==> src/logic/rotor_sampling_map.svh <==
// Behaviour
// - ignore samples 3 us after comparator on
// - tachogenerator capture sixth cycle after toggle
// - off-time capture three cycles after phase on
// - off-time state bit one cycle after
// - sampling-tick zero-cross one tick plus three
// - demag capture one tick plus three cycles
// - on-time state bit after delay plus one
// - on-time capture after delay plus three
// - on-time tick capture delay, tick, three
// - threshold code rises monotonically 000 to 110
`ifndef ROTOR_SAMPLING_MAP_SVH
`define ROTOR_SAMPLING_MAP_SVH

// clock and start-up filter timing
`define CLK_PERIOD_NS   5
`define STARTUP_NS      3000
`define STARTUP_CYC     ((`STARTUP_NS + `CLK_PERIOD_NS - 1) / `CLK_PERIOD_NS)
`define STARTUP_W       10

// latencies in motor timer clock cycles
`define TACHO_LAT       4
`define Z_LAT           3
`define D_LAT           3

// widths
`define PHASE_W         6
`define DS_W            4
`define TB_W            16
`define THR_W           10
`define SEL_W           3

// reset values
`define TB_RESET        16'h0000
`define THR_RESET       10'h000

// threshold fractions of supply, in thousandths
`define THR_000         10'h028
`define THR_001         10'h078
`define THR_010         10'h0c8
`define THR_011         10'h12c
`define THR_100         10'h190
`define THR_101         10'h1f4
`define THR_110         10'h2bc

`endif

==> src/logic/rotor_sampling_pkg.sv <==
package rotor_sampling_pkg;

  // how and when the comparator is sampled
  typedef enum logic [2:0] {
    MODE_TACHO,
    MODE_OFF_TIME,
    MODE_TICK,
    MODE_ON_DELAY,
    MODE_ON_DELAY_TICK
  } mode_t;

  // sequencer for delayed sampling
  typedef enum logic [1:0] {
    SAMP_IDLE,
    SAMP_DELAY,
    SAMP_WAIT_TICK
  } sampler_state_t;

endpackage

==> src/logic/rotor_position_sampling.sv <==
`timescale 1ns/1ps
`include "rotor_sampling_map.svh"

module rotor_position_sampling (
  // clocking
  input  wire logic                         clock,
  input  wire logic                         resetn,
  input  wire logic                         clockEnable,
  // comparator output and inverter phase outputs
  input  wire logic                         positionSenseInput,
  input  wire logic [`PHASE_W-1:0]          phasePwmOutput,
  // comparator configuration
  input  wire logic                         comparatorClockEnable,
  input  wire logic                         referenceGenEnable,
  input  wire logic [`SEL_W-1:0]            referenceThresholdSelect,
  // sampling configuration
  input  wire rotor_sampling_pkg::mode_t    samplingMode,
  input  wire logic [`DS_W-1:0]             samplingDelayField,
  input  wire logic                         demagEnable,
  input  wire logic                         sampleTick,
  // timebase
  input  wire logic [`TB_W-1:0]             motorTimebaseCounter,
  // results
  output logic                              sampledComparatorState,
  output logic                              zeroCrossEvent,
  output logic [`TB_W-1:0]                  zeroCrossCaptureReg,
  output logic                              demagEvent,
  output logic [`TB_W-1:0]                  demagCaptureReg,
  output logic                              comparatorReady,
  output logic [`THR_W-1:0]                 thresholdPermille
);

  // threshold fraction for a select code; 111 is unused and saturates
  function automatic logic [`THR_W-1:0] thresholdOf(
    input logic [`SEL_W-1:0] code
  );
    logic [`THR_W-1:0] value;
    value = `THR_110;
    case (code)
      3'h0: value = `THR_000;
      3'h1: value = `THR_001;
      3'h2: value = `THR_010;
      3'h3: value = `THR_011;
      3'h4: value = `THR_100;
      3'h5: value = `THR_101;
      default: value = `THR_110;
    endcase
    return value;
  endfunction

  // ------------------------------------------------------------
  // input synchronisation and edge detection
  logic                  compMeta;
  logic                  compSync;
  logic                  compPrev;
  logic [`PHASE_W-1:0]   phasePrev;
  logic                  next_compMeta;
  logic                  next_compSync;
  logic                  next_compPrev;
  logic [`PHASE_W-1:0]   next_phasePrev;
  logic                  compToggle;
  logic                  phaseRise;

  always_comb begin
    next_compMeta  = positionSenseInput;
    next_compSync  = compMeta;
    next_compPrev  = compSync;
    next_phasePrev = phasePwmOutput;
  end

  // synchroniser and previous-value registers
  always_ff @(posedge clock) begin
    if (!resetn) begin
      compMeta  <= 1'b0;
      compSync  <= 1'b0;
      compPrev  <= 1'b0;
      phasePrev <= '0;
    end else if (clockEnable) begin
      compMeta  <= next_compMeta;
      compSync  <= next_compSync;
      compPrev  <= next_compPrev;
      phasePrev <= next_phasePrev;
    end
  end

  // edges only look at the second stage, never at compMeta
  assign compToggle = compSync ^ compPrev;
  // any phase output turning on counts as the sampling trigger
  assign phaseRise  = |(phasePwmOutput & ~phasePrev);

  // ------------------------------------------------------------
  // start-up filter after the comparator is switched on
  logic                  compOn;
  logic [`STARTUP_W-1:0] startupCount;
  logic                  next_compOn;
  logic [`STARTUP_W-1:0] next_startupCount;
  logic                  next_comparatorReady;
  logic [`THR_W-1:0]     next_thresholdPermille;
  logic                  samplingAllowed;

  always_comb begin
    next_compOn       = comparatorClockEnable | referenceGenEnable;
    next_startupCount = startupCount;
    if (next_compOn && !compOn) begin
      next_startupCount = `STARTUP_W'(`STARTUP_CYC);
    end else if (!next_compOn) begin
      next_startupCount = '0;         // off: no filter pending
    end else if (startupCount != '0) begin
      next_startupCount = startupCount - 1'b1;
    end
    next_comparatorReady   = next_compOn && (next_startupCount == '0);
    next_thresholdPermille = thresholdOf(referenceThresholdSelect);
  end

  // filter counter, ready flag and threshold output
  always_ff @(posedge clock) begin
    if (!resetn) begin
      compOn            <= 1'b0;
      startupCount      <= '0;
      comparatorReady   <= 1'b0;
      thresholdPermille <= `THR_RESET;
    end else if (clockEnable) begin
      compOn            <= next_compOn;
      startupCount      <= next_startupCount;
      comparatorReady   <= next_comparatorReady;
      thresholdPermille <= next_thresholdPermille;
    end
  end

  // registered ready keeps the gate glitch free at the cost of a cycle
  assign samplingAllowed = comparatorReady;

  // ------------------------------------------------------------
  // sampling sequencer
  rotor_sampling_pkg::sampler_state_t state;
  rotor_sampling_pkg::sampler_state_t next_state;
  logic [`DS_W-1:0]      delayLeft;
  logic [`DS_W-1:0]      next_delayLeft;
  logic                  tickLast;
  logic                  next_tickLast;
  logic                  next_sampledComparatorState;
  logic                  hstLaunch;
  logic                  zLaunch;
  logic                  dLaunch;
  logic                  tachoLaunch;

  // launch decode per mode; filter gate overrides every launch
  always_comb begin
    next_state     = state;
    next_delayLeft = delayLeft;
    next_tickLast  = tickLast;
    hstLaunch      = 1'b0;
    dLaunch        = 1'b0;
    tachoLaunch    = 1'b0;
    case (state)
      rotor_sampling_pkg::SAMP_IDLE: begin
        case (samplingMode)
          rotor_sampling_pkg::MODE_TACHO: begin
            tachoLaunch = compToggle;
          end
          rotor_sampling_pkg::MODE_OFF_TIME: begin
            hstLaunch = phaseRise;
          end
          rotor_sampling_pkg::MODE_TICK: begin
            hstLaunch = sampleTick;
          end
          rotor_sampling_pkg::MODE_ON_DELAY,
          rotor_sampling_pkg::MODE_ON_DELAY_TICK: begin
            if (phaseRise) begin
              if (samplingDelayField != '0) begin
                next_state     = rotor_sampling_pkg::SAMP_DELAY;
                next_delayLeft = samplingDelayField - 1'b1;
              end else if (samplingMode ==
                           rotor_sampling_pkg::MODE_ON_DELAY_TICK) begin
                next_state = rotor_sampling_pkg::SAMP_WAIT_TICK;
              end else begin
                hstLaunch = 1'b1;     // zero delay acts like off-time
              end
            end
          end
          default: begin
            next_state = rotor_sampling_pkg::SAMP_IDLE;
          end
        endcase
      end
      rotor_sampling_pkg::SAMP_DELAY: begin
        if (delayLeft != '0) begin
          next_delayLeft = delayLeft - 1'b1;
        end else if (samplingMode ==
                     rotor_sampling_pkg::MODE_ON_DELAY_TICK) begin
          next_state = rotor_sampling_pkg::SAMP_WAIT_TICK;
        end else begin
          hstLaunch  = 1'b1;
          next_state = rotor_sampling_pkg::SAMP_IDLE;
        end
      end
      // after the delay wait one tick
      rotor_sampling_pkg::SAMP_WAIT_TICK: begin
        if (sampleTick) begin
          hstLaunch  = 1'b1;
          next_state = rotor_sampling_pkg::SAMP_IDLE;
        end
      end
      default: begin
        next_state = rotor_sampling_pkg::SAMP_IDLE;
      end
    endcase
    if (sampleTick) begin
      next_tickLast = compSync;
      dLaunch       = demagEnable && (compSync != tickLast);
    end
    if (!samplingAllowed) begin
      next_state  = rotor_sampling_pkg::SAMP_IDLE;
      hstLaunch   = 1'b0;
      dLaunch     = 1'b0;
      tachoLaunch = 1'b0;
    end
    // zero crossing is a change of the sampled state
    zLaunch = hstLaunch && (compSync != sampledComparatorState);
    next_sampledComparatorState =
      hstLaunch ? compSync : sampledComparatorState;
  end

  // sequencer state and sampled comparator bit
  always_ff @(posedge clock) begin
    if (!resetn) begin
      state                  <= rotor_sampling_pkg::SAMP_IDLE;
      delayLeft              <= '0;
      tickLast               <= 1'b0;
      sampledComparatorState <= 1'b0;
    end else if (clockEnable) begin
      state                  <= next_state;
      delayLeft              <= next_delayLeft;
      tickLast               <= next_tickLast;
      sampledComparatorState <= next_sampledComparatorState;
    end
  end

  // ------------------------------------------------------------
  // event latency lines and timebase captures
  logic [`Z_LAT-2:0]     zPipe;
  logic [`D_LAT-2:0]     dPipe;
  logic [`TACHO_LAT-2:0] tachoPipe;
  logic [`Z_LAT-2:0]     next_zPipe;
  logic [`D_LAT-2:0]     next_dPipe;
  logic [`TACHO_LAT-2:0] next_tachoPipe;
  logic                  next_zeroCrossEvent;
  logic                  next_demagEvent;
  logic [`TB_W-1:0]      next_zeroCrossCaptureReg;
  logic [`TB_W-1:0]      next_demagCaptureReg;

  // shift registers rather than counters so back-to-back events overlap
  always_comb begin
    next_zPipe     = {zPipe[`Z_LAT-3:0], zLaunch};
    next_dPipe     = {dPipe[`D_LAT-3:0], dLaunch};
    next_tachoPipe = {tachoPipe[`TACHO_LAT-3:0], tachoLaunch};
    next_zeroCrossEvent      = 1'b0;
    next_demagEvent          = 1'b0;
    next_zeroCrossCaptureReg = zeroCrossCaptureReg;
    next_demagCaptureReg     = demagCaptureReg;
    if (zPipe[`Z_LAT-2] || tachoPipe[`TACHO_LAT-2]) begin
      next_zeroCrossEvent      = 1'b1;
      next_zeroCrossCaptureReg = motorTimebaseCounter;
    end
    if (dPipe[`D_LAT-2]) begin
      next_demagEvent      = 1'b1;
      next_demagCaptureReg = motorTimebaseCounter;
    end
  end

  // latency lines, event pulses and capture registers
  always_ff @(posedge clock) begin
    if (!resetn) begin
      zPipe               <= '0;
      dPipe               <= '0;
      tachoPipe           <= '0;
      zeroCrossEvent      <= 1'b0;
      demagEvent          <= 1'b0;
      zeroCrossCaptureReg <= `TB_RESET;
      demagCaptureReg     <= `TB_RESET;
    end else if (clockEnable) begin
      zPipe               <= next_zPipe;
      dPipe               <= next_dPipe;
      tachoPipe           <= next_tachoPipe;
      zeroCrossEvent      <= next_zeroCrossEvent;
      demagEvent          <= next_demagEvent;
      zeroCrossCaptureReg <= next_zeroCrossCaptureReg;
      demagCaptureReg     <= next_demagCaptureReg;
    end
  end

endmodule // rotor_position_sampling

==> config.mk <==
export PLATFORM = sky130hd
export DESIGN_NAME = rotor_position_sampling
export DESIGN_NICKNAME = d
export VERILOG_FILES = /design/src/logic/rotor_sampling_pkg.sv /design/src/logic/rotor_position_sampling.sv
export VERILOG_INCLUDE_DIRS = /design/src /design/src/logic
export SDC_FILE = /design/constraint.sdc
export NUM_CORES = 1
export LEC_CHECK = 0
export BUFFER_PORTS_ARGS = -buffer_cell sky130_fd_sc_hd__buf_2
export CORE_MARGIN = 5
export CORE_UTILIZATION = 35
export CTS_CLUSTER_DIAMETER = 200
export CTS_CLUSTER_SIZE = 8
export DETAILED_ROUTE_END_ITERATION = 12
export SLEW_MARGIN = 30
export SYNTH_ARGS = -nofsm -noshare
export SYNTH_HDL_FRONTEND = slang
export SYNTH_SLANG_ARGS = --single-unit
==> constraint.sdc <==
create_clock -name clock -period 1.69 [get_ports clock]
set_input_delay 0 -clock clock [delete_from_list [all_inputs] [get_ports clock]]
set_output_delay 0 -clock clock [all_outputs]
set_load 0.01 [all_outputs]
After elaboration in Yosys (flattened, before gate mapping)
Index checks and enable logic that the tools add are counted.
Widths: inputs -> output; s select.

storage, ports and cells
  output and inout bits = 46
  bits in registers = 80
  word-level logic and storage cells = 104
  input bits = 40

operators by class
  reduce and logical (&&, ||, !) cells = 23
  bitwise logic cells = 4
  $add $sub $neg = 3
  eq/ne operators = 22
  muxes and demuxes = 33

operators by type and width
  operator               count
  $pmux 10 s6            1
  $mux 10                3
  $mux 4                 4
  $mux 2                 7
  $mux 1                 13
  $eq 3x2->1 const B     4
  $reduce_and 6->1       2
  $logic_not 10->1       1
  $reduce_bool 10->1     1
  $sub 10x1->10 const B  1
  $eq 3x3->1 const B     3
  $ne 3x3->1 const B     3
  $pmux 4 s2             1
  $reduce_and 2->1       4
  $reduce_bool 4->1      2
  $sub 4x1->4 const B    2
  $and 6x6->6            1
  $eq 3x1->1 const B     2
  $logic_not 3->1        2
  $ne 2x2->1 const B     3
  $not 6->6              1
  $pmux 1 s3             2
  $pmux 2 s3             1
  $reduce_or 6->1        1
  other kinds (16)       20

Longest topological paths before layout
  depth in word-level cells = 8
  depth in mapped cells = 9

Worst setup path after synthesis
No wires, ideal clock.

  path type = reg-to-reg
  start point = register startupCount[0]
  end point = register startupCount[6]
  required time = 1575 ps
  data arrival time = 1761 ps
  path slack = -186 ps
  setup time = 115 ps
  stages on the path, launching flop included = 10
  cells stage by stage = dfxtp_1 -> inv_1 -> ha_1 -> or3b_1 -> clkbuf_1 -> o31a_1 -> a31oi_1 -> a21oi_1 -> a21oi_1 -> nor2b_1

on the way
  longest elaborated chain between the ends = 4

RTL lines
  what                                                 RTL line                                                        source
  from (decl)                                          rotor_position_sampling.sv:94                                   logic [`STARTUP_W-1:0] startupCount;
  from (signal assigned)                               rotor_position_sampling.sv:124                                  startupCount <= next_startupCount;
  $sub 10x1->10 or $reduce_bool 10->1 (tied branches)  rotor_position_sampling.sv:109, rotor_position_sampling.sv:108
  $mux 10 *                                            rotor_position_sampling.sv:108                                  end else if (startupCount != '0) begin
  $mux 10 *                                            rotor_position_sampling.sv:106                                  end else if (!next_compOn) begin
  $mux 10 *                                            rotor_position_sampling.sv:104                                  if (next_compOn && !compOn) begin

Every way passes the cells marked *; elsewhere a longest branch is shown, timed or not.
A chain may end at the register's enable or synchronous reset.

Final worst setup path
  start point = register startupCount[0]
  end point = register comparatorReady

on the way
  longest elaborated chain between the ends = 6

RTL lines
  what                                                 RTL line                                                        source
  $sub 10x1->10 or $reduce_bool 10->1 (tied branches)  rotor_position_sampling.sv:109, rotor_position_sampling.sv:108
  $mux 10 *                                            rotor_position_sampling.sv:108
  $mux 10 *                                            rotor_position_sampling.sv:106
  $mux 10 *                                            rotor_position_sampling.sv:104
  $logic_not 10->1 *                                   rotor_position_sampling.sv:111                                  next_comparatorReady = next_compOn && (next_startupCount == '0);
  $logic_and 1x1->1 *                                  rotor_position_sampling.sv:111
  to (signal assigned)                                 rotor_position_sampling.sv:125                                  comparatorReady <= next_comparatorReady;
  to (decl)                                            rotor_position_sampling.sv:29                                   output logic comparatorReady,

Marked as above.

==> results.ini <==
[finish]
drive_gt1_frac = 0.3045
fin_util = 0.5039
mostFrequentLayoutCells = 99 x nand2_1, 83 x buf_2, 73 x dfxtp_1
multi_input_area_mm2 = 0.002133
seqCellArea_mm2 = 0.001568
final_common_cell = nand2_1
fin_nets = 638
diodes = 0
syn_to_final_growth_pct = 40.28
fillers = 968

[sta]
layout_setup_ws_ps = -149.3
drv_slew = 0
rsz0062_at_grt = yes
setup_viol = 7
period_needed_ps = 1839
finalCritPeriodShare = 1.088
finalHoldViolCount = 0
fmax_mhz = 543.7
relSlewSlack = 0.4840
tightestPinTransition_ps = 765.9
clock-skew-final_ps = 6.745

[setup_path]
cp_top_family = simple AND/OR/NAND/NOR gates
cp_num_cells = 7
required_ps = 1940
max_stage_delay_ps = 510
path_buf_inv = 1
cp_cell_sequence = buf_4 > or4_4 > a311oi_4 > xor2_1 > nor2_1 > a41oi_1 > o21ai_1
cp_max_fo = 3
worst_setup_path_end_kind = flip-flop
cpMaxStageDelayCell = or4_4
start_kind = flip-flop
reg2reg_depth = 7
critical_path_class = flip-flop to flip-flop
cp.arrival_ps = 2090

[power_and_ir_drop]
switching_share = 0.2780
p_seq_frac = 0.468
clkPwrFrac = 0.357
p_total_mw = 4.089
p_per_area_mw_per_mm2 = 786.0
power.internal_mw = 2.952
p_leak_nw = 2.189
vdd_drop_max_mv = 0.4070
power.switching_mw = 1.137
p_comb_frac = 0.175

[clock_network]
tritoncts = built
h-tree-depth = 3
clk_path_buf_depth = 2
clock_latency_ps = 360
clockRootBuffer = clkbuf_8
clk_pin_slew_ps = 80
cts_made_buffers = 9
cts.sinks = 78

[floorplan]
die_h_um = 112.9
die-area_mm2 = 0.01275
core_mm2 = 0.01032
start_util = 0.3592
fp-row-count = 37
io_pins = 86
die_w_um = 112.9

[synth]
synthArstFlopShare = 0
synth_cell_types = 54
yosys_register_bits = 78
synth_warnings = 0
ys_seq_area_frac = 0.4211
synth_edf_count = 0
mappedNetlistArea_mm2 = 0.003709
avgSynthCellArea_um2 = 8.169
synth_cells = 454
synth_ff_type = dfxtp_1

[route]
drt_iter0_markers = 141
drc = 0
vias = 3597
totalWireLength_mm = 9.815
avgViaCountPerCell = 4.881
dr.pass1.iters = 4
wire_per_inst_um = 13.32
ant_nets = 0

[hold_path]
whs_path_depth = 4
hold_path_class = primary input to flip-flop

[global_routing]
grtUsageMet2 = 0.2504
gr-total-overflow = 0
met3_usage = 0.04118
grt_pass1_wl_mm = 16.30
grt_pass1_vias = 3539
grt_use_total = 0.1550
grt_busiest_layer = met2
grt_start_max_net_pins = 26
antenna_found_initial = 0
grt_use_met1 = 0.1920

[outcome]
run_status = complete, but fails checks
violations = setup timing

[placement]
hpwl_mm = 6.770
gp_congestion = 0.8572
port_buffers = 83

[job]
maxCapViolations = 0

sequential cells by signal, summed over array words and instances, names as in the netlist, 2 cells and up:
register	count
demagCaptureReg	16
zeroCrossCaptureReg	16
startupCount	10
thresholdPermille	8
phasePrev	6
delayLeft	4
tachoPipe	3
dPipe	2
state	2
zPipe	2
power groups by stage:
stage,registers (mW),clock network [mW],logic (mW)
CTS,1.91,1.51,0.657
finish,1.91,1.46,0.715
global placement,1.95,0,0.574
floorplan,1.96,0,0.352
global route,1.92,1.58,0.786
detailed placement,1.96,0,0.577
stage by stage:
| step | hold WS (ps) | setup TNS [ps] | cell area [um2] | setup WS, ps | std cells |
|---|---|---|---|---|---|
| after floorplan | 144.9 | -184.3 | 3770 | -65.50 | 455 |
| after global placement | 263.9 | -284.4 | 4556 | -120.8 | 687 |
| after detailed placement | 266.9 | -533.8 | 4556 | -142.4 | 687 |
| after CTS | 38.69 | -177.5 | 5107 | -92.78 | 733 |
| after global routing | 67.09 | -1267 | 5202 | -238.3 | 737 |
| final | 53.70 | -382.0 | 5202 | -149.3 | 737 |
area by class of cell:
| cell class | instances | share of cell area |
|---|---|---|
| clock buffer | 9 | 0.02381 |
| clock inverter | 7 | 0.01563 |
| inverter | 13 | 0.009380 |
| multi-input combinational | 335 | 0.4101 |
| sequential | 78 | 0.3013 |
| tap | 136 | 0.03271 |
| timing repair buffer | 159 | 0.2071 |
synthesized netlist by cell type, types with 3 or more instances:
library cell / count / share of area
o22ai_1: 4 / 0.0067
dfxtp_1: 78 / 0.42
o21ai_0: 20 / 0.027
a21boi_0: 38 / 0.077
nor2b_1: 30 / 0.051
nor3_1: 8 / 0.011
a21oi_1: 18 / 0.024
nand3_1: 7 / 0.0094
xor2_1: 4 / 0.0094
nor2_1: 18 / 0.018
o21a_1: 3 / 0.0061
a211oi_1: 5 / 0.010
clkbuf_1: 25 / 0.025
inv_1: 13 / 0.013
nand4_1: 5 / 0.0084
a31oi_1: 4 / 0.0067
and2_1: 4 / 0.0067
nand2_1: 99 / 0.10
o211a_1: 3 / 0.0081
mux2i_1: 19 / 0.051
nand2b_1: 6 / 0.010
worst paths after layout:
| kind | endpoint | slack (ps) | from |
|---|---|---|---|
| worst min-delay path | tachoPipe[0]$_SDFFE_PN0P_ | 50 | samplingMode[2] |
| worst max register to register | comparatorReady$_SDFFE_PN0P_ | -150 | startupCount[0]$_SDFFE_PN0P_ |
| worst max-delay path | comparatorReady$_SDFFE_PN0P_ | -150 | startupCount[0]$_SDFFE_PN0P_ |
| worst min register to register | zeroCrossCaptureReg[6]$_SDFFE_PN0P_ | 470 | zeroCrossCaptureReg[6]$_SDFFE_PN0P_ |
logic make-up (layout without fill, tap and decap cells):
group	after synthesis	in the layout	synth area share
and+or+nand+nor	194	194	0.2537
AOI/OAI and AO/OA	112	112	0.2048
DFF	78	78	0.4211
buffers and inverters	42	188	0.04656
muxes	20	20	0.05432
xor gates and xnor gates	5	5	0.01181
adders and majority gates	2	2	0.006747
other	1	2	0.001011
routing by layer:
metal  part of all wire  wire length (um)
met5                  0                 0
met4              0.025               248
met3              0.053               517
met2               0.47              4636
met1               0.45              4413
worst reg2reg max path, stage by stage (launching register included):
cell and delay [ps]:
dfxtp_2 340, buf_4 120, or4_4 510, a311oi_4 270, xor2_1 170, nor2_1 50
a41oi_1 180, o21ai_1 80
repair_timing:
item                                    in CTS  in global routing
setup buffers                                0                  4
hold buffers                                30                  0
gates resized for setup                      9                 19
endpoints found under the setup margin      12                 17
pin swaps                                    0                 16
endpoints found under the hold margin       47                  0
No activity file was read; power rests on OpenSTA's default activity.
